<file path="src/vcic_pkg.sv">
// Package: register map, field layout and reset values of the vCPU control block
package vcic_pkg;
  localparam int unsigned VCIC_AW = 4;
  // Word offsets chosen for this block; byte address is four times index
  localparam logic [VCIC_AW-1:0] VCIC_OFF_TYPE   = 4'h0;
  localparam logic [VCIC_AW-1:0] VCIC_OFF_VMCR   = 4'h1;
  localparam logic [VCIC_AW-1:0] VCIC_OFF_MISR   = 4'h2;
  localparam logic [VCIC_AW-1:0] VCIC_OFF_HCR    = 4'h3;
  localparam logic [VCIC_AW-1:0] VCIC_OFF_EOICNT = 4'h4;

  // Type register fields
  localparam int unsigned VCIC_TYPE_PRI_LSB = 29;
  localparam int unsigned VCIC_TYPE_PRE_LSB = 26;
  localparam logic [2:0]  VCIC_PRI_BITS_M1  = 3'h4;
  localparam logic [2:0]  VCIC_PRE_BITS_M1  = 3'h4;

  // Control alias fields
  localparam int unsigned VCIC_VM_PMASK_LSB = 27;
  localparam int unsigned VCIC_VM_BP_LSB    = 21;
  localparam int unsigned VCIC_VM_ABP_LSB   = 18;
  localparam int unsigned VCIC_VM_EOIM_BIT  = 9;
  localparam int unsigned VCIC_VM_CBPR_BIT  = 4;
  localparam int unsigned VCIC_VM_FIQ_BIT   = 3;
  localparam int unsigned VCIC_VM_ACK_BIT   = 2;
  localparam int unsigned VCIC_VM_G1EN_BIT  = 1;
  localparam int unsigned VCIC_VM_G0EN_BIT  = 0;

  // Hypervisor control bits (bits 7..0 as in the hypervisor control word)
  localparam int unsigned VCIC_HCR_G1D_BIT  = 7;
  localparam int unsigned VCIC_HCR_G1E_BIT  = 6;
  localparam int unsigned VCIC_HCR_G0D_BIT  = 5;
  localparam int unsigned VCIC_HCR_G0E_BIT  = 4;
  localparam int unsigned VCIC_HCR_NP_BIT   = 3;
  localparam int unsigned VCIC_HCR_ENTRY_NOT_PRESENT_CAUSE_BIT = 2;
  localparam int unsigned VCIC_HCR_U_BIT    = 1;
  localparam int unsigned VCIC_HCR_EN_BIT   = 0;
  localparam logic [7:0]  VCIC_HCR_RESET    = 8'h00;

  // Reset values of aliases, binary point limit and EOI counter width
  localparam logic [4:0]  VCIC_PMASK_RESET  = 5'h00;
  localparam logic [2:0]  VCIC_MIN_BP       = 3'h2;
  localparam logic [2:0]  VCIC_BP_MAX       = 3'h7;
  localparam logic [4:0]  VCIC_EOICNT_W     = 5'h05;

  // List entry state encodings
  localparam logic [1:0]  VCIC_ST_INVALID   = 2'h0;
  localparam logic [1:0]  VCIC_ST_PENDING   = 2'h1;
  localparam logic [1:0]  VCIC_ST_PEND_ACT  = 2'h3;
endpackage

</file>
<file path="src/vcic_ctrl.sv">
// Virtual CPU interface control, type and maintenance status logic
`timescale 1ns/100ps
`default_nettype none
module vcic_ctrl
  import vcic_pkg::*;
#(
  parameter int unsigned LIST_ENTRIES = 4
) (
  input  wire logic                      mclk,
  input  wire logic                      rst_n,
  input  wire logic [VCIC_AW-1:0]        reg_addr,
  input  wire logic [31:0]               reg_wdata,
  input  wire logic                      reg_wr,
  input  wire logic                      reg_rd,
  output logic      [31:0]               reg_rdata,
  input  wire logic [2*LIST_ENTRIES-1:0] entry_state,
  input  wire logic [LIST_ENTRIES-1:0]   entry_hw,
  input  wire logic [LIST_ENTRIES-1:0]   entry_eoi,
  output logic      [LIST_ENTRIES-1:0]   eoi_status_regs,
  output logic                           hyp_enable,
  output logic      [4:0]                guest_priority_mask_alias,
  output logic      [2:0]                guest_binary_point_alias,
  output logic      [2:0]                guest_group1_binary_point_alias,
  output logic                           guest_eoi_mode_alias,
  output logic                           guest_common_bp_alias,
  output logic                           guest_fiq_enable_alias,
  output logic                           guest_ack_control_alias,
  output logic                           guest_group1_enable_alias,
  output logic                           guest_group0_enable_alias,
  output logic                           virq_allowed,
  output logic                           force_spurious_ack,
  output logic                           maint_irq
);

  localparam logic [5:0] LIST_M1 = 6'(LIST_ENTRIES - 1);
  localparam logic [2:0] ABP_RESET =
    (VCIC_MIN_BP == VCIC_BP_MAX) ? VCIC_BP_MAX : VCIC_MIN_BP + 3'h1;

  logic [7:0]                    hyp_iface_control;
  logic [VCIC_EOICNT_W-1:0]      unmatched_eoi_counter;
  logic [31:0]                   virt_iface_type;
  logic [31:0]                   vm_state_alias_control;
  logic [31:0]                   maint_irq_status;
  logic [LIST_ENTRIES-1:0]       entry_pending;
  logic [LIST_ENTRIES-1:0]       entry_valid;
  logic [6:0]                    valid_count;
  logic                          group1_disabled_cause;
  logic                          group1_enabled_cause;
  logic                          group0_disabled_cause;
  logic                          group0_enabled_cause;
  logic                          no_pending_cause;
  logic                          entry_not_present_cause;
  logic                          underflow_cause;
  logic                          eoi_cause;
  logic                          wr_vmcr;
  logic [31:0]                   next_rdata;

  // Per entry decode of state and EOI request
  genvar gi;
  generate
    for (gi = 0; gi < LIST_ENTRIES; gi++) begin : g_entry
      logic [1:0] st;
      assign st = entry_state[2*gi +: 2];
      assign entry_valid[gi]     = (st != VCIC_ST_INVALID);
      assign entry_pending[gi]   = (st == VCIC_ST_PENDING) ||
                                   (st == VCIC_ST_PEND_ACT);
      assign eoi_status_regs[gi] = (st == VCIC_ST_INVALID) &&
                                   !entry_hw[gi] && entry_eoi[gi];
    end
  endgenerate

  always_comb begin
    valid_count = 7'h00;
    for (int i = 0; i < LIST_ENTRIES; i++) begin
      valid_count = valid_count + {6'h00, entry_valid[i]};
    end
  end

  // Fixed implementation values; no write path exists
  assign virt_iface_type = {VCIC_PRI_BITS_M1,
                            VCIC_PRE_BITS_M1,
                            20'h00000,
                            LIST_M1};

  assign wr_vmcr = reg_wr && (reg_addr == VCIC_OFF_VMCR);

  // Guest alias state, one flop group per field; reserved bits never stored
  always_ff @(posedge mclk) begin
    if (!rst_n) begin
      guest_priority_mask_alias <= VCIC_PMASK_RESET;
    end else if (wr_vmcr) begin
      guest_priority_mask_alias <=
        reg_wdata[VCIC_VM_PMASK_LSB +: 5];
    end
  end

  always_ff @(posedge mclk) begin
    if (!rst_n) begin
      guest_binary_point_alias <= VCIC_MIN_BP;
    end else if (wr_vmcr) begin
      guest_binary_point_alias <=
        reg_wdata[VCIC_VM_BP_LSB +: 3];
    end
  end

  // Reset value saturates so it never wraps below the plain point
  always_ff @(posedge mclk) begin
    if (!rst_n) begin
      guest_group1_binary_point_alias <= ABP_RESET;
    end else if (wr_vmcr) begin
      guest_group1_binary_point_alias <=
        reg_wdata[VCIC_VM_ABP_LSB +: 3];
    end
  end

  always_ff @(posedge mclk) begin
    if (!rst_n) begin
      guest_eoi_mode_alias <= 1'b0;
    end else if (wr_vmcr) begin
      guest_eoi_mode_alias <= reg_wdata[VCIC_VM_EOIM_BIT];
    end
  end

  always_ff @(posedge mclk) begin
    if (!rst_n) begin
      guest_common_bp_alias <= 1'b0;
    end else if (wr_vmcr) begin
      guest_common_bp_alias <= reg_wdata[VCIC_VM_CBPR_BIT];
    end
  end

  always_ff @(posedge mclk) begin
    if (!rst_n) begin
      guest_fiq_enable_alias <= 1'b0;
    end else if (wr_vmcr) begin
      guest_fiq_enable_alias <= reg_wdata[VCIC_VM_FIQ_BIT];
    end
  end

  always_ff @(posedge mclk) begin
    if (!rst_n) begin
      guest_ack_control_alias <= 1'b0;
    end else if (wr_vmcr) begin
      guest_ack_control_alias <= reg_wdata[VCIC_VM_ACK_BIT];
    end
  end

  // Group enables also feed the live status causes
  always_ff @(posedge mclk) begin
    if (!rst_n) begin
      guest_group1_enable_alias <= 1'b0;
    end else if (wr_vmcr) begin
      guest_group1_enable_alias <= reg_wdata[VCIC_VM_G1EN_BIT];
    end
  end

  always_ff @(posedge mclk) begin
    if (!rst_n) begin
      guest_group0_enable_alias <= 1'b0;
    end else if (wr_vmcr) begin
      guest_group0_enable_alias <= reg_wdata[VCIC_VM_G0EN_BIT];
    end
  end

  always_comb begin
    vm_state_alias_control = 32'h00000000;
    vm_state_alias_control[VCIC_VM_PMASK_LSB +: 5] =
      guest_priority_mask_alias;
    vm_state_alias_control[VCIC_VM_BP_LSB +: 3]  = guest_binary_point_alias;
    vm_state_alias_control[VCIC_VM_ABP_LSB +: 3] =
      guest_group1_binary_point_alias;
    vm_state_alias_control[VCIC_VM_EOIM_BIT] = guest_eoi_mode_alias;
    vm_state_alias_control[VCIC_VM_CBPR_BIT] = guest_common_bp_alias;
    vm_state_alias_control[VCIC_VM_FIQ_BIT]  = guest_fiq_enable_alias;
    vm_state_alias_control[VCIC_VM_ACK_BIT]  = guest_ack_control_alias;
    vm_state_alias_control[VCIC_VM_G1EN_BIT] = guest_group1_enable_alias;
    vm_state_alias_control[VCIC_VM_G0EN_BIT] = guest_group0_enable_alias;
  end

  // Hypervisor control enables, kept here so the block is self-contained
  always_ff @(posedge mclk) begin
    if (!rst_n) begin
      hyp_iface_control <= VCIC_HCR_RESET;
    end else if (reg_wr && (reg_addr == VCIC_OFF_HCR)) begin
      hyp_iface_control <= reg_wdata[7:0];
    end
  end

  // Counter is software-loaded; the EOI engine is outside this block
  always_ff @(posedge mclk) begin
    if (!rst_n) begin
      unmatched_eoi_counter <= '0;
    end else if (reg_wr && (reg_addr == VCIC_OFF_EOICNT)) begin
      unmatched_eoi_counter <= reg_wdata[VCIC_EOICNT_W-1:0];
    end
  end

  assign hyp_enable = hyp_iface_control[VCIC_HCR_EN_BIT];

  // Live causes, recomputed every cycle, never latched
  assign group1_disabled_cause = hyp_iface_control[VCIC_HCR_G1D_BIT] &&
    !guest_group1_enable_alias;
  assign group1_enabled_cause  = hyp_iface_control[VCIC_HCR_G1E_BIT] &&
    guest_group1_enable_alias;
  assign group0_disabled_cause = hyp_iface_control[VCIC_HCR_G0D_BIT] &&
    !guest_group0_enable_alias;
  assign group0_enabled_cause  = hyp_iface_control[VCIC_HCR_G0E_BIT] &&
    guest_group0_enable_alias;
  assign no_pending_cause = hyp_iface_control[VCIC_HCR_NP_BIT] &&
    (entry_pending == '0);
  assign entry_not_present_cause = hyp_iface_control[VCIC_HCR_ENTRY_NOT_PRESENT_CAUSE_BIT] &&
    (unmatched_eoi_counter != '0);
  assign underflow_cause = hyp_iface_control[VCIC_HCR_U_BIT] &&
    (valid_count <= 7'h01);
  assign eoi_cause = |eoi_status_regs;

  assign maint_irq_status = {24'h000000,
    group1_disabled_cause, group1_enabled_cause,
    group0_disabled_cause, group0_enabled_cause,
    no_pending_cause, entry_not_present_cause,
    underflow_cause, eoi_cause};

  // Registered to keep the interrupt line glitch free
  always_ff @(posedge mclk) begin
    if (!rst_n) begin
      maint_irq <= 1'b0;
    end else begin
      maint_irq <= hyp_enable &&
        (maint_irq_status != 32'h0);
    end
  end

  assign virq_allowed       = hyp_enable;
  assign force_spurious_ack = !hyp_enable;

  // Read mux; unmapped offsets read zero
  always_comb begin
    case (reg_addr)
      VCIC_OFF_TYPE:   next_rdata = virt_iface_type;
      VCIC_OFF_VMCR:   next_rdata = vm_state_alias_control;
      VCIC_OFF_MISR:   next_rdata = maint_irq_status;
      VCIC_OFF_HCR:    next_rdata = {24'h000000, hyp_iface_control};
      VCIC_OFF_EOICNT:
        next_rdata = {{(32-VCIC_EOICNT_W){1'b0}}, unmatched_eoi_counter};
      default:         next_rdata = 32'h00000000;
    endcase
  end

  // Data stands only in the cycle after the read strobe
  always_ff @(posedge mclk) begin
    if (!rst_n) begin
      reg_rdata <= 32'h00000000;
    end else if (reg_rd) begin
      reg_rdata <= next_rdata;
    end else begin
      reg_rdata <= 32'h00000000;
    end
  end

endmodule
`default_nettype wire

</file>
<file path="config.mk">
export PLATFORM = sky130hd
export DESIGN_NAME = vcic_ctrl
export DESIGN_NICKNAME = d
export VERILOG_FILES = /design/src/vcic_pkg.sv /design/src/vcic_ctrl.sv
export SDC_FILE = /design/constraint.sdc
export NUM_CORES = 1
export LEC_CHECK = 0
export BUFFER_PORTS_ARGS = -buffer_cell sky130_fd_sc_hd__buf_2
export CAP_MARGIN = 5
export CORE_MARGIN = 1.5
export CORE_UTILIZATION = 35
export DETAILED_ROUTE_END_ITERATION = 7
export PLACE_DENSITY = 0.67
export SYNTH_ARGS = -nofsm -noshare
export SYNTH_HDL_FRONTEND = slang
export SYNTH_SLANG_ARGS = --single-unit
</file>
<file path="constraint.sdc">
create_clock -name mclk -period 4.6 [get_ports mclk]
set_clock_uncertainty 0.05 [all_clocks]
set_input_delay 0.92 -clock mclk [delete_from_list [all_inputs] [get_ports mclk]]
set_output_delay 0.92 -clock mclk [all_outputs]
set_load 0.005 [all_outputs]
</file>
======== Word-level counts from Yosys, hierarchy flattened ========
Index checks and enable logic that the tools add are counted.
word-level totals
  register bits after elaboration ......... 63
  latch bits .............................. 0
  memory bits (writable) .................. 0
  memory bits (read-only) ................. 0
  input port bits ......................... 56
  output and inout port bits .............. 57
  memories kept ........................... 0
operators by class
  add/subtract/negate cells ............... 3
  multiply operators ...................... 0
  divide/modulo/power cells ............... 0
  order comparisons ....................... 1
  equal/unequal tests ..................... 12
  shift operators ......................... 0
  multiplexer cells ....................... 1
  bitwise operators ....................... 0
  reduce and logical (&&, ||, !) cells .... 44
operators with widths
  kind                                                                   count
  32-bit one-hot mux with 5 select lines                                 1
  32-bit nonzero test                                                    1
  1-bit logical AND                                                      19
  2-bit by 1-bit == test with 1-bit output, second input constant        4
  2-bit == test, second input constant                                   4
  4-bit by 2-bit == test with 1-bit output, second input constant        2
  2-bit zero test                                                        4
  4-bit zero test                                                        2
  2-bit nonzero test                                                     4
  1-bit zero test                                                        7
  5-bit nonzero test                                                     1
  3-bit by 1-bit adder with 4-bit output                                 1
  4-bit by 1-bit == test with 1-bit output, second input constant        1
  4-bit by 3-bit == test with 1-bit output, second input constant        1
  4-bit by 1-bit <= comparator with 1-bit output, second input constant  1
  1-bit logical OR                                                       4
  4-bit OR reduction                                                     1
  2-bit by 1-bit adder with 3-bit output                                 1
  1-bit by 1-bit adder with 2-bit output                                 1
  2-bit AND reduction                                                    1

======== Depth between registers and ports, before layout ========
Gate-level depths: netlist of the first run.
  depth in word-level cells ............... 8
  depth in mapped cells ................... 7
  mapped depth without buffers ............ 6

======== Worst setup path before layout of the first run ========
OpenSTA, ideal clock, no wires.
  path kind ............................... input -> register
  start point ............................. in entry_state[7]
  end point ............................... reg maint_irq
  arrival ................................. 2.200 ns
  data required time ...................... 4.416 ns
  slack ................................... 2.216 ns
  stages on the path ...................... 6
  path buffers ............................ 0
  cells stage by stage .................... or2_2 fa_1 o21ai_0 and3b_1 nor3_1 a31oi_1
on the way
  cells in the longest elaborated chain, start to end .. 6
RTL lines
  what                                                                    line              source
  start: declaration                                                      vcic_ctrl.sv:16   input wire logic [2*LIST_ENTRIES-1:0] entry_state,
  2-bit nonzero test (tied with other cells)                              vcic_ctrl.sv:64   assign entry_valid[gi] = (st != VCIC_ST_INVALID);
  3-bit by 1-bit adder with 4-bit output (tied with other cells)          vcic_ctrl.sv:75   valid_count = valid_count + {6'h00, entry_valid[i]};
  4-bit by 1-bit <= comparator with 1-bit output (tied with other cells)  vcic_ctrl.sv:214  (valid_count <= 7'h01);
  1-bit logical AND (tied with other cells)                               vcic_ctrl.sv:213  assign underflow_cause = hyp_iface_control[VCIC_HCR_U_BIT] &&
  32-bit nonzero test (*)                                                 vcic_ctrl.sv:229  (maint_irq_status != 32'h0);
  1-bit logical AND (*)                                                   vcic_ctrl.sv:228  maint_irq <= hyp_enable &&
  end signal: assignment                                                  vcic_ctrl.sv:228
  end: declaration                                                        vcic_ctrl.sv:32   output logic maint_irq
Every way passes the cells marked *; elsewhere a longest branch is shown, timed or not.
A chain may end at the register's enable or synchronous reset.

======== Final worst setup path of the first run ========
  start point ............................. in entry_state[5]
  end point ............................... out eoi_status_regs[2]
on the way
  cells in the longest elaborated chain, start to end .. 3
RTL lines
  what               line             source
  2-bit zero test    vcic_ctrl.sv:67  assign eoi_status_regs[gi] = (st == VCIC_ST_INVALID) &&
  1-bit logical AND  vcic_ctrl.sv:67
  1-bit logical AND  vcic_ctrl.sv:68  !entry_hw[gi] && entry_eoi[gi];
  end: declaration   vcic_ctrl.sv:19  output logic [LIST_ENTRIES-1:0] eoi_status_regs,
Every way passes these cells.

==> results.md, run 1 <==
* Status: completed
* Top cells by count, synth: dfxtp_1 (51), nand2_1 (45), mux2i_1 (15)
* Startpoint Class: input port
* Die Y at ~82 um
* Final Setup Violations at 0
* Row count at 28
* Vias per cell at ~4.7
* Clk buf depth at 2
* Main flop type after synthesis: dfxtp_1
* Critical path required time at 3630 ps
* CP max stage cell: nor4b_1
* Critical Path End: eoi_status_regs[2]
* Endpoints failing hold at 0
* Hold_buf cts at 0
* Yosys cell types at 39
* Complex-gate fraction of the synthesized area at 0.117
* P&R area growth vs syn at 24.2%
* Crit-path cells: buf_2 -> nor4b_1 -> buf_2
* Synth area leader: dfxtp_1
* Post-synth EDFFs at 0
* WP data arrival at 1620 ps
* Port bufs at 88
* CP Class: in2out
* Htree depth at 2
* First-pass GRT wire length at a little under 8000 um
* GRT Util Overall at 0.154
* Sequential fraction of the synthesis area at 0.465
* Final #Nets at 376
* Synth Instances at approximately 240
* Core area at 5990 sq um
* First-pass detailed-route iteration total at 4
* Yosys reg bits at 51
* Largest family of logic cells by synthesized area: simple AND/OR/NAND/NOR gates
* Root Driver: clkbuf_8
* Critical path peak fanout at 2
* WL/cell at 12.8 um
* Average cell area after synthesis at 9.33 sq um
* Relative slew slack at 0.565
* Die Wd at 82.2 um
* Worst Max-Slew Pin Slew at about 650 ps
* Number of global-route vias before repair at 1646
* Top-area cell type share of the netlist area at 0.465
* Ys Warns at 0
* Clock-pin slew on the worst setup and hold paths at 90 ps
* R2r endpoint: reg_rdata[0]
* Synth area leaders: dfxtp_1 (47%), nand2_1 (7.7%), mux2i_1 (6.8%), a21boi_1 (4.8%), buf_4 (4.8%)
* Aggregate global routing overflow at 0
* Most numerous cell in the Yosys netlist: dfxtp_1
* Starting Density at 0.366
* HP Class: reg2reg
* Asr flop ratio synth at 0
* Initial antenna violation count at 0
* Power Density at about 300 nW/um^2
* Critical R2R Launch: guest_group0_enable_alias
* Share of cells above drive strength 1 at 0.323
* Die Area at 6750 sq um
* Maxcap violations at 0
* Cts bufs inserted at 5
* Initial DRC count at 100
* Post-CTS resize count at 0
* CTS tree: built
* Most frequent CP cell: buf_2
* Worst r2r path cells at 4
* Total Wirelength at 5030 um
* Maximum vdd ir drop at 0.000110 V
* F_max at 386 MHz
* Fin crit share at 0.563
* Clock sinks at 51
* Routed Antenna Nets at 0
* Clk_lat worst skew at 300 ps
* Cell Area, Placed at between 2000 and 3000 sq um
* Critical path origin: entry_state[5]
* CP Capture Type: output port
* Xor-xnor portion of the synthesized cell area at 0
* Diodes inserted at 0
* Fin crit period at ~2600 ps
* DRC viols at 0
* Hpwl dp at 3760 um
* Slowest stage delay, CP at 400 ps
* Static leakage at 1.24 nW
* Reg-to-reg setup timing slack at 3390 ps
* Mapped cell area at 2190 sq um
* Largest net degree at the start of global routing at 34
* I/O pins at 113
* Post-CTS Setup Inserts at 0
* Post-synthesis mux area share at 0.0685
* Post-synthesis simple-gate area fraction at 0.263
* Adder-cell share of the synthesized area at 0.00913
* Fin. max-slew vios at 0
* Setup total negative slack at 0 ps
* Gpl congestion at 0.816
* Setup repair after global routing missed its margin: false
* Design area at 2730 sq um
* Routed vias at 1836
through the flow:
step / setup WS (ps) / total power [mW] / util / hold WS, ps / std cells
after global placement: 1990 / 0.521 / 0.438 / 397 / 387
final: 2010 / 0.810 / 0.455 / 413 / 394
after global routing: 1950 / 0.843 / 0.455 / 427 / 394
after detailed placement: 1980 / 0.522 / 0.438 / 402 / 387
after CTS: 2010 / 0.816 / 0.455 / 417 / 394
after floorplan: 2220 / 0.497 / - / 392 / 246
where the power goes:
part	internal (mW)	switching (mW)	leakage (nW)
registers	0.445	0.00295	0.411
clock network	0.160	0.139	0.0513
logic	0.0295	0.0340	0.781
worst max-delay path, delay by kind of cell:
family                 cells  cell delay, ps
buffers and inverters      2             300
and+or+nand+nor            1             400
registers in the layout, summed over array words and instances (netlist names):
| name | flops |
|---|---|
| guest_group1_binary_point_alias | 3 |
| guest_eoi_mode_alias | 1 |
| unmatched_eoi_counter | 5 |
| guest_ack_control_alias | 1 |
| guest_group1_enable_alias | 1 |
| guest_binary_point_alias | 3 |
| maint_irq | 1 |
| reg_rdata | 20 |
| guest_priority_mask_alias | 5 |
| guest_group0_enable_alias | 1 |
| guest_common_bp_alias | 1 |
| guest_fiq_enable_alias | 1 |
| hyp_iface_control | 8 |
metal layers:
metal,vias up,GRT usage,part of all wire
li1,940,-,-
met1,844,0.186,0.45
met2,43,0.262,0.49
met3,9,0.0352,0.043
met4,0,0.0678,0.019
met5,-,0,0
cells in the final DEF (no fill, tap or decap), drive strengths merged, types with 6 or more instances in the layout:
master	count
a21boi	14
a21oi	8
and2	12
buf	88
clkbuf	6
conb	12
dfxtp	51
mux2i	15
nand2	45
nor2b	13
area by class of cell:
| class | instances | area, sq um |
|---|---|---|
| inverters | 5 | 18.8 |
| well taps | 75 | 93.8 |
| clock inverters | 1 | 30.0 |
| fillers | 626 | 3270 |
| repair buffers | 88 | 440 |
| flip-flops and latches | 51 | 1020 |
| multi-input cells | 168 | 1050 |
| clock buffers | 6 | 72.6 |
logic make-up (layout without fill, tap and decap cells):
group / count (synthesis) / in the layout
buf+inv: 27 / 100
compound gates: 36 / 36
fa+ha+maj: 1 / 1
simple gates: 104 / 104
other cells: 1 / 12
flops: 51 / 51
mux: 15 / 15
worst min-delay path by stage:
stage / slack (ps) / from / depth (start not counted) / endpoint
finish: 410 / guest_priority_mask_alias[4] / 2 / reg_rdata[31]
global route: 430 / guest_priority_mask_alias[1] / 2 / reg_rdata[28]
global placement: 400 / guest_priority_mask_alias[4] / 2 / reg_rdata[31]
CTS: 420 / guest_binary_point_alias[0] / 2 / guest_binary_point_alias[0]
detailed placement: 400 / guest_priority_mask_alias[4] / 2 / reg_rdata[31]
floorplan: 390 / hyp_iface_control[6] / 1 / reg_rdata[6]
Note: power is estimated with default switching activity, not from simulation.
==> inputs of run 2 (changes only) <==
clock period = 2.39 ns   (was 4.6 ns; I/O delays follow)
==> run 2 against run 1 <==
- combinational power rose by 97%
- critical path depth rose by 4
- routed wire length rose by 3.3%
- critical endpoint is now maint_irq
- final cell count rose by 1.3%
- count of clock-buffer cells in the layout did not move
- sequential cell count did not move
- utilization rose by 0.21 points
- register-to-register slack got worse by 2200 ps
- largest cell class unchanged
- setup slack got worse by 1400 ps
==> results.md, run 2 (same netlist as run 1, synthesis figures left out) <==
* Status: completed
* Critical path required time at 2510 ps (-1120 ps)
* Startpoint Class: input port
* Routed vias at 1858 (+1.2%)
* Clock group share of total power at 0.328 (-0.041)
* First-pass detailed-route iteration total at 4 (unchanged)
* WP data arrival at 1950 ps (+330 ps)
* Hpwl dp at 3910 um (+4.0%)
* Core area at 5990 sq um (unchanged)
* Internal at 1.12 mW (+77%)
* Worst Max-Slew Pin Slew at 609 ps (-43.9 ps)
* Fin crit share at 0.765
* Layout Cells excl Fill at 399 (+1.3%)
* Total Wirelength at 5200 um (+3.3%)
* Worst slack, placed at 263 ps (-1720 ps)
* Design area at 2740 sq um (+0.46%)
* Maximum vdd ir drop at 0.000261 V (+140%)
* Largest net degree at the start of global routing at 33 (-2.9%)
* Relative slew slack at 0.593 (+0.0280)
* Die Y at 82.2 um (unchanged)
* Hold_buf cts at 0 (unchanged)
* First-pass GRT wire length at 8050 um (+3.4%)
* CP Class: in2reg
* Clk buf depth at 2 (unchanged)
* Diodes inserted at 0 (unchanged)
* Commonest non-fill, non-tap cell in the layout: buf_2
* Power share of the sequential group at 0.587 (+0.034)
* Commonest non-fill, non-tap cells in the layout: buf_2 (88), dfxtp_1 (51), nand2_1 (45)
* Final Setup Violations at 0 (unchanged)
* Power Density at 537 nW/um^2 (+81%)
* Final Core Density at 0.457 (+0.00209)
* WL/cell at 13.0 um (+2.0%)
* Tot Pwr at 1.47 mW (+81%)
* Number of global-route vias before repair at 1693 (+2.9%)
* GRT Util Overall at 0.162 (+0.00708)
* Final #Nets at 380 (+1.1%)
* Hold slack at 321 ps (-91.5 ps)
* Starting Density at 0.366 (unchanged)
* Setup total negative slack at 0 ps (unchanged)
* Psw at 0.350 mW (+98%)
* Endpoints failing hold at 0 (unchanged)
* Maxcap violations at 0 (unchanged)
* Die Wd at 82.2 um (unchanged)
* HP Class: in2reg
* I/O pins at 113 (unchanged)
* CP Capture Type: flip-flop
* Initial antenna violation count at 0 (unchanged)
* Vias per cell at 4.66 (about the same)
* Share of cells above drive strength 1 at 0.333 (+0.0104)
* Row count at 28 (unchanged)
* F_max at 547 MHz
* Post-CTS resize count at 0 (unchanged)
* Clock-pin slew on the worst setup and hold paths at 90 ps (about the same)
* Largest register FFs at 20 (unchanged)
* Die Area at 6750 sq um (unchanged)
* P&R area growth vs syn at 24.8%
* CTS tree: built
* Switching Share at 0.238 (+0.0205)
* Post-CTS Setup Inserts at 0 (unchanged)
* Cell Area, Placed at 2650 sq um (+1.1%)
* Initial DRC count at 111 (+11%)
* Worst setup margin at 563 ps (-1450 ps)
* Combinational fraction of design power at 0.085 (+0.007)
* Port bufs at 88 (unchanged)
* Cells after DPL at 391 (+1.0%)
* Most flops, register: reg_rdata
* Biggest regs: reg_rdata: 20 flops, hyp_iface_control: 8 flops
* DRC viols at 0 (unchanged)
* Cts bufs inserted at 5 (unchanged)
* Static leakage at 1.25 nW (+0.78%)
* Clk_lat worst skew at 310 ps (about the same)
* Clock sinks at 51 (unchanged)
* Aggregate global routing overflow at 0 (unchanged)
* Setup repair after global routing missed its margin: false
* Area of the multi-input gates at 1050 sq um (unchanged)
* # fillers at 606 (-3.2%)
* Gpl congestion at 0.868 (+6.4%)
* Fin crit period at 1830 ps
* Register area at 1020 sq um (unchanged)
* Root Driver: clkbuf_8
* Critical path peak fanout at 2 (unchanged)
* Htree depth at 2 (unchanged)
* Fin. max-slew vios at 0 (unchanged)
* Routed Antenna Nets at 0 (unchanged)
==> run 2: power by group through the flow <==
stage | sequential (mW) | clock (mW) | combinational, mW
floorplan | 0.882 | 0 | 0.0748
global placement | 0.882 | 0 | 0.123
detailed placement | 0.882 | 0 | 0.125
CTS | 0.863 | 0.493 | 0.126
global route | 0.864 | 0.532 | 0.141
finish | 0.862 | 0.483 | 0.125
==> run 2: path summary, 6_finish.rpt <==
| path | start | endpoint | slack [ps] | cells past startpoint |
|---|---|---|---|---|
| max reg2reg | guest_group0_enable_alias | reg_rdata[0] | 1170 | 4 |
| min | reg_wdata[18] | guest_group1_binary_point_alias[0] | 320 | 3 |
| max | entry_state[7] | maint_irq | 560 | 7 |
| min reg2reg | guest_priority_mask_alias[4] | reg_rdata[31] | 410 | 2 |
==> run 2: layer usage <==
metal / GRT usage / wire length [um] / vias up
li1: - / - / 946
met1: 0.199 / 2290 / 859
met2: 0.270 / 2570 / 45
met3: 0.0352 / 236 / 8
met4: 0.0712 / 104 / 0
met5: 0 / 0 / -
==> run 2: critical path: stages <==
cell	delay, ps
buf_2	100
or2_2	300
fa_1	530
o21ai_0	70
and3b_1	180
nor3_1	180
a31oi_1	110
==> run 2: cell type report <==
class                           instances  area share
Multi-Input combinational cell        168       0.383
Sequential cell                        51       0.373
Clock buffer                            6      0.0265
Tap cell                               75      0.0343
Clock inverter                          2     0.00457
Inverter                                5     0.00686
Timing Repair Buffer                   92       0.172
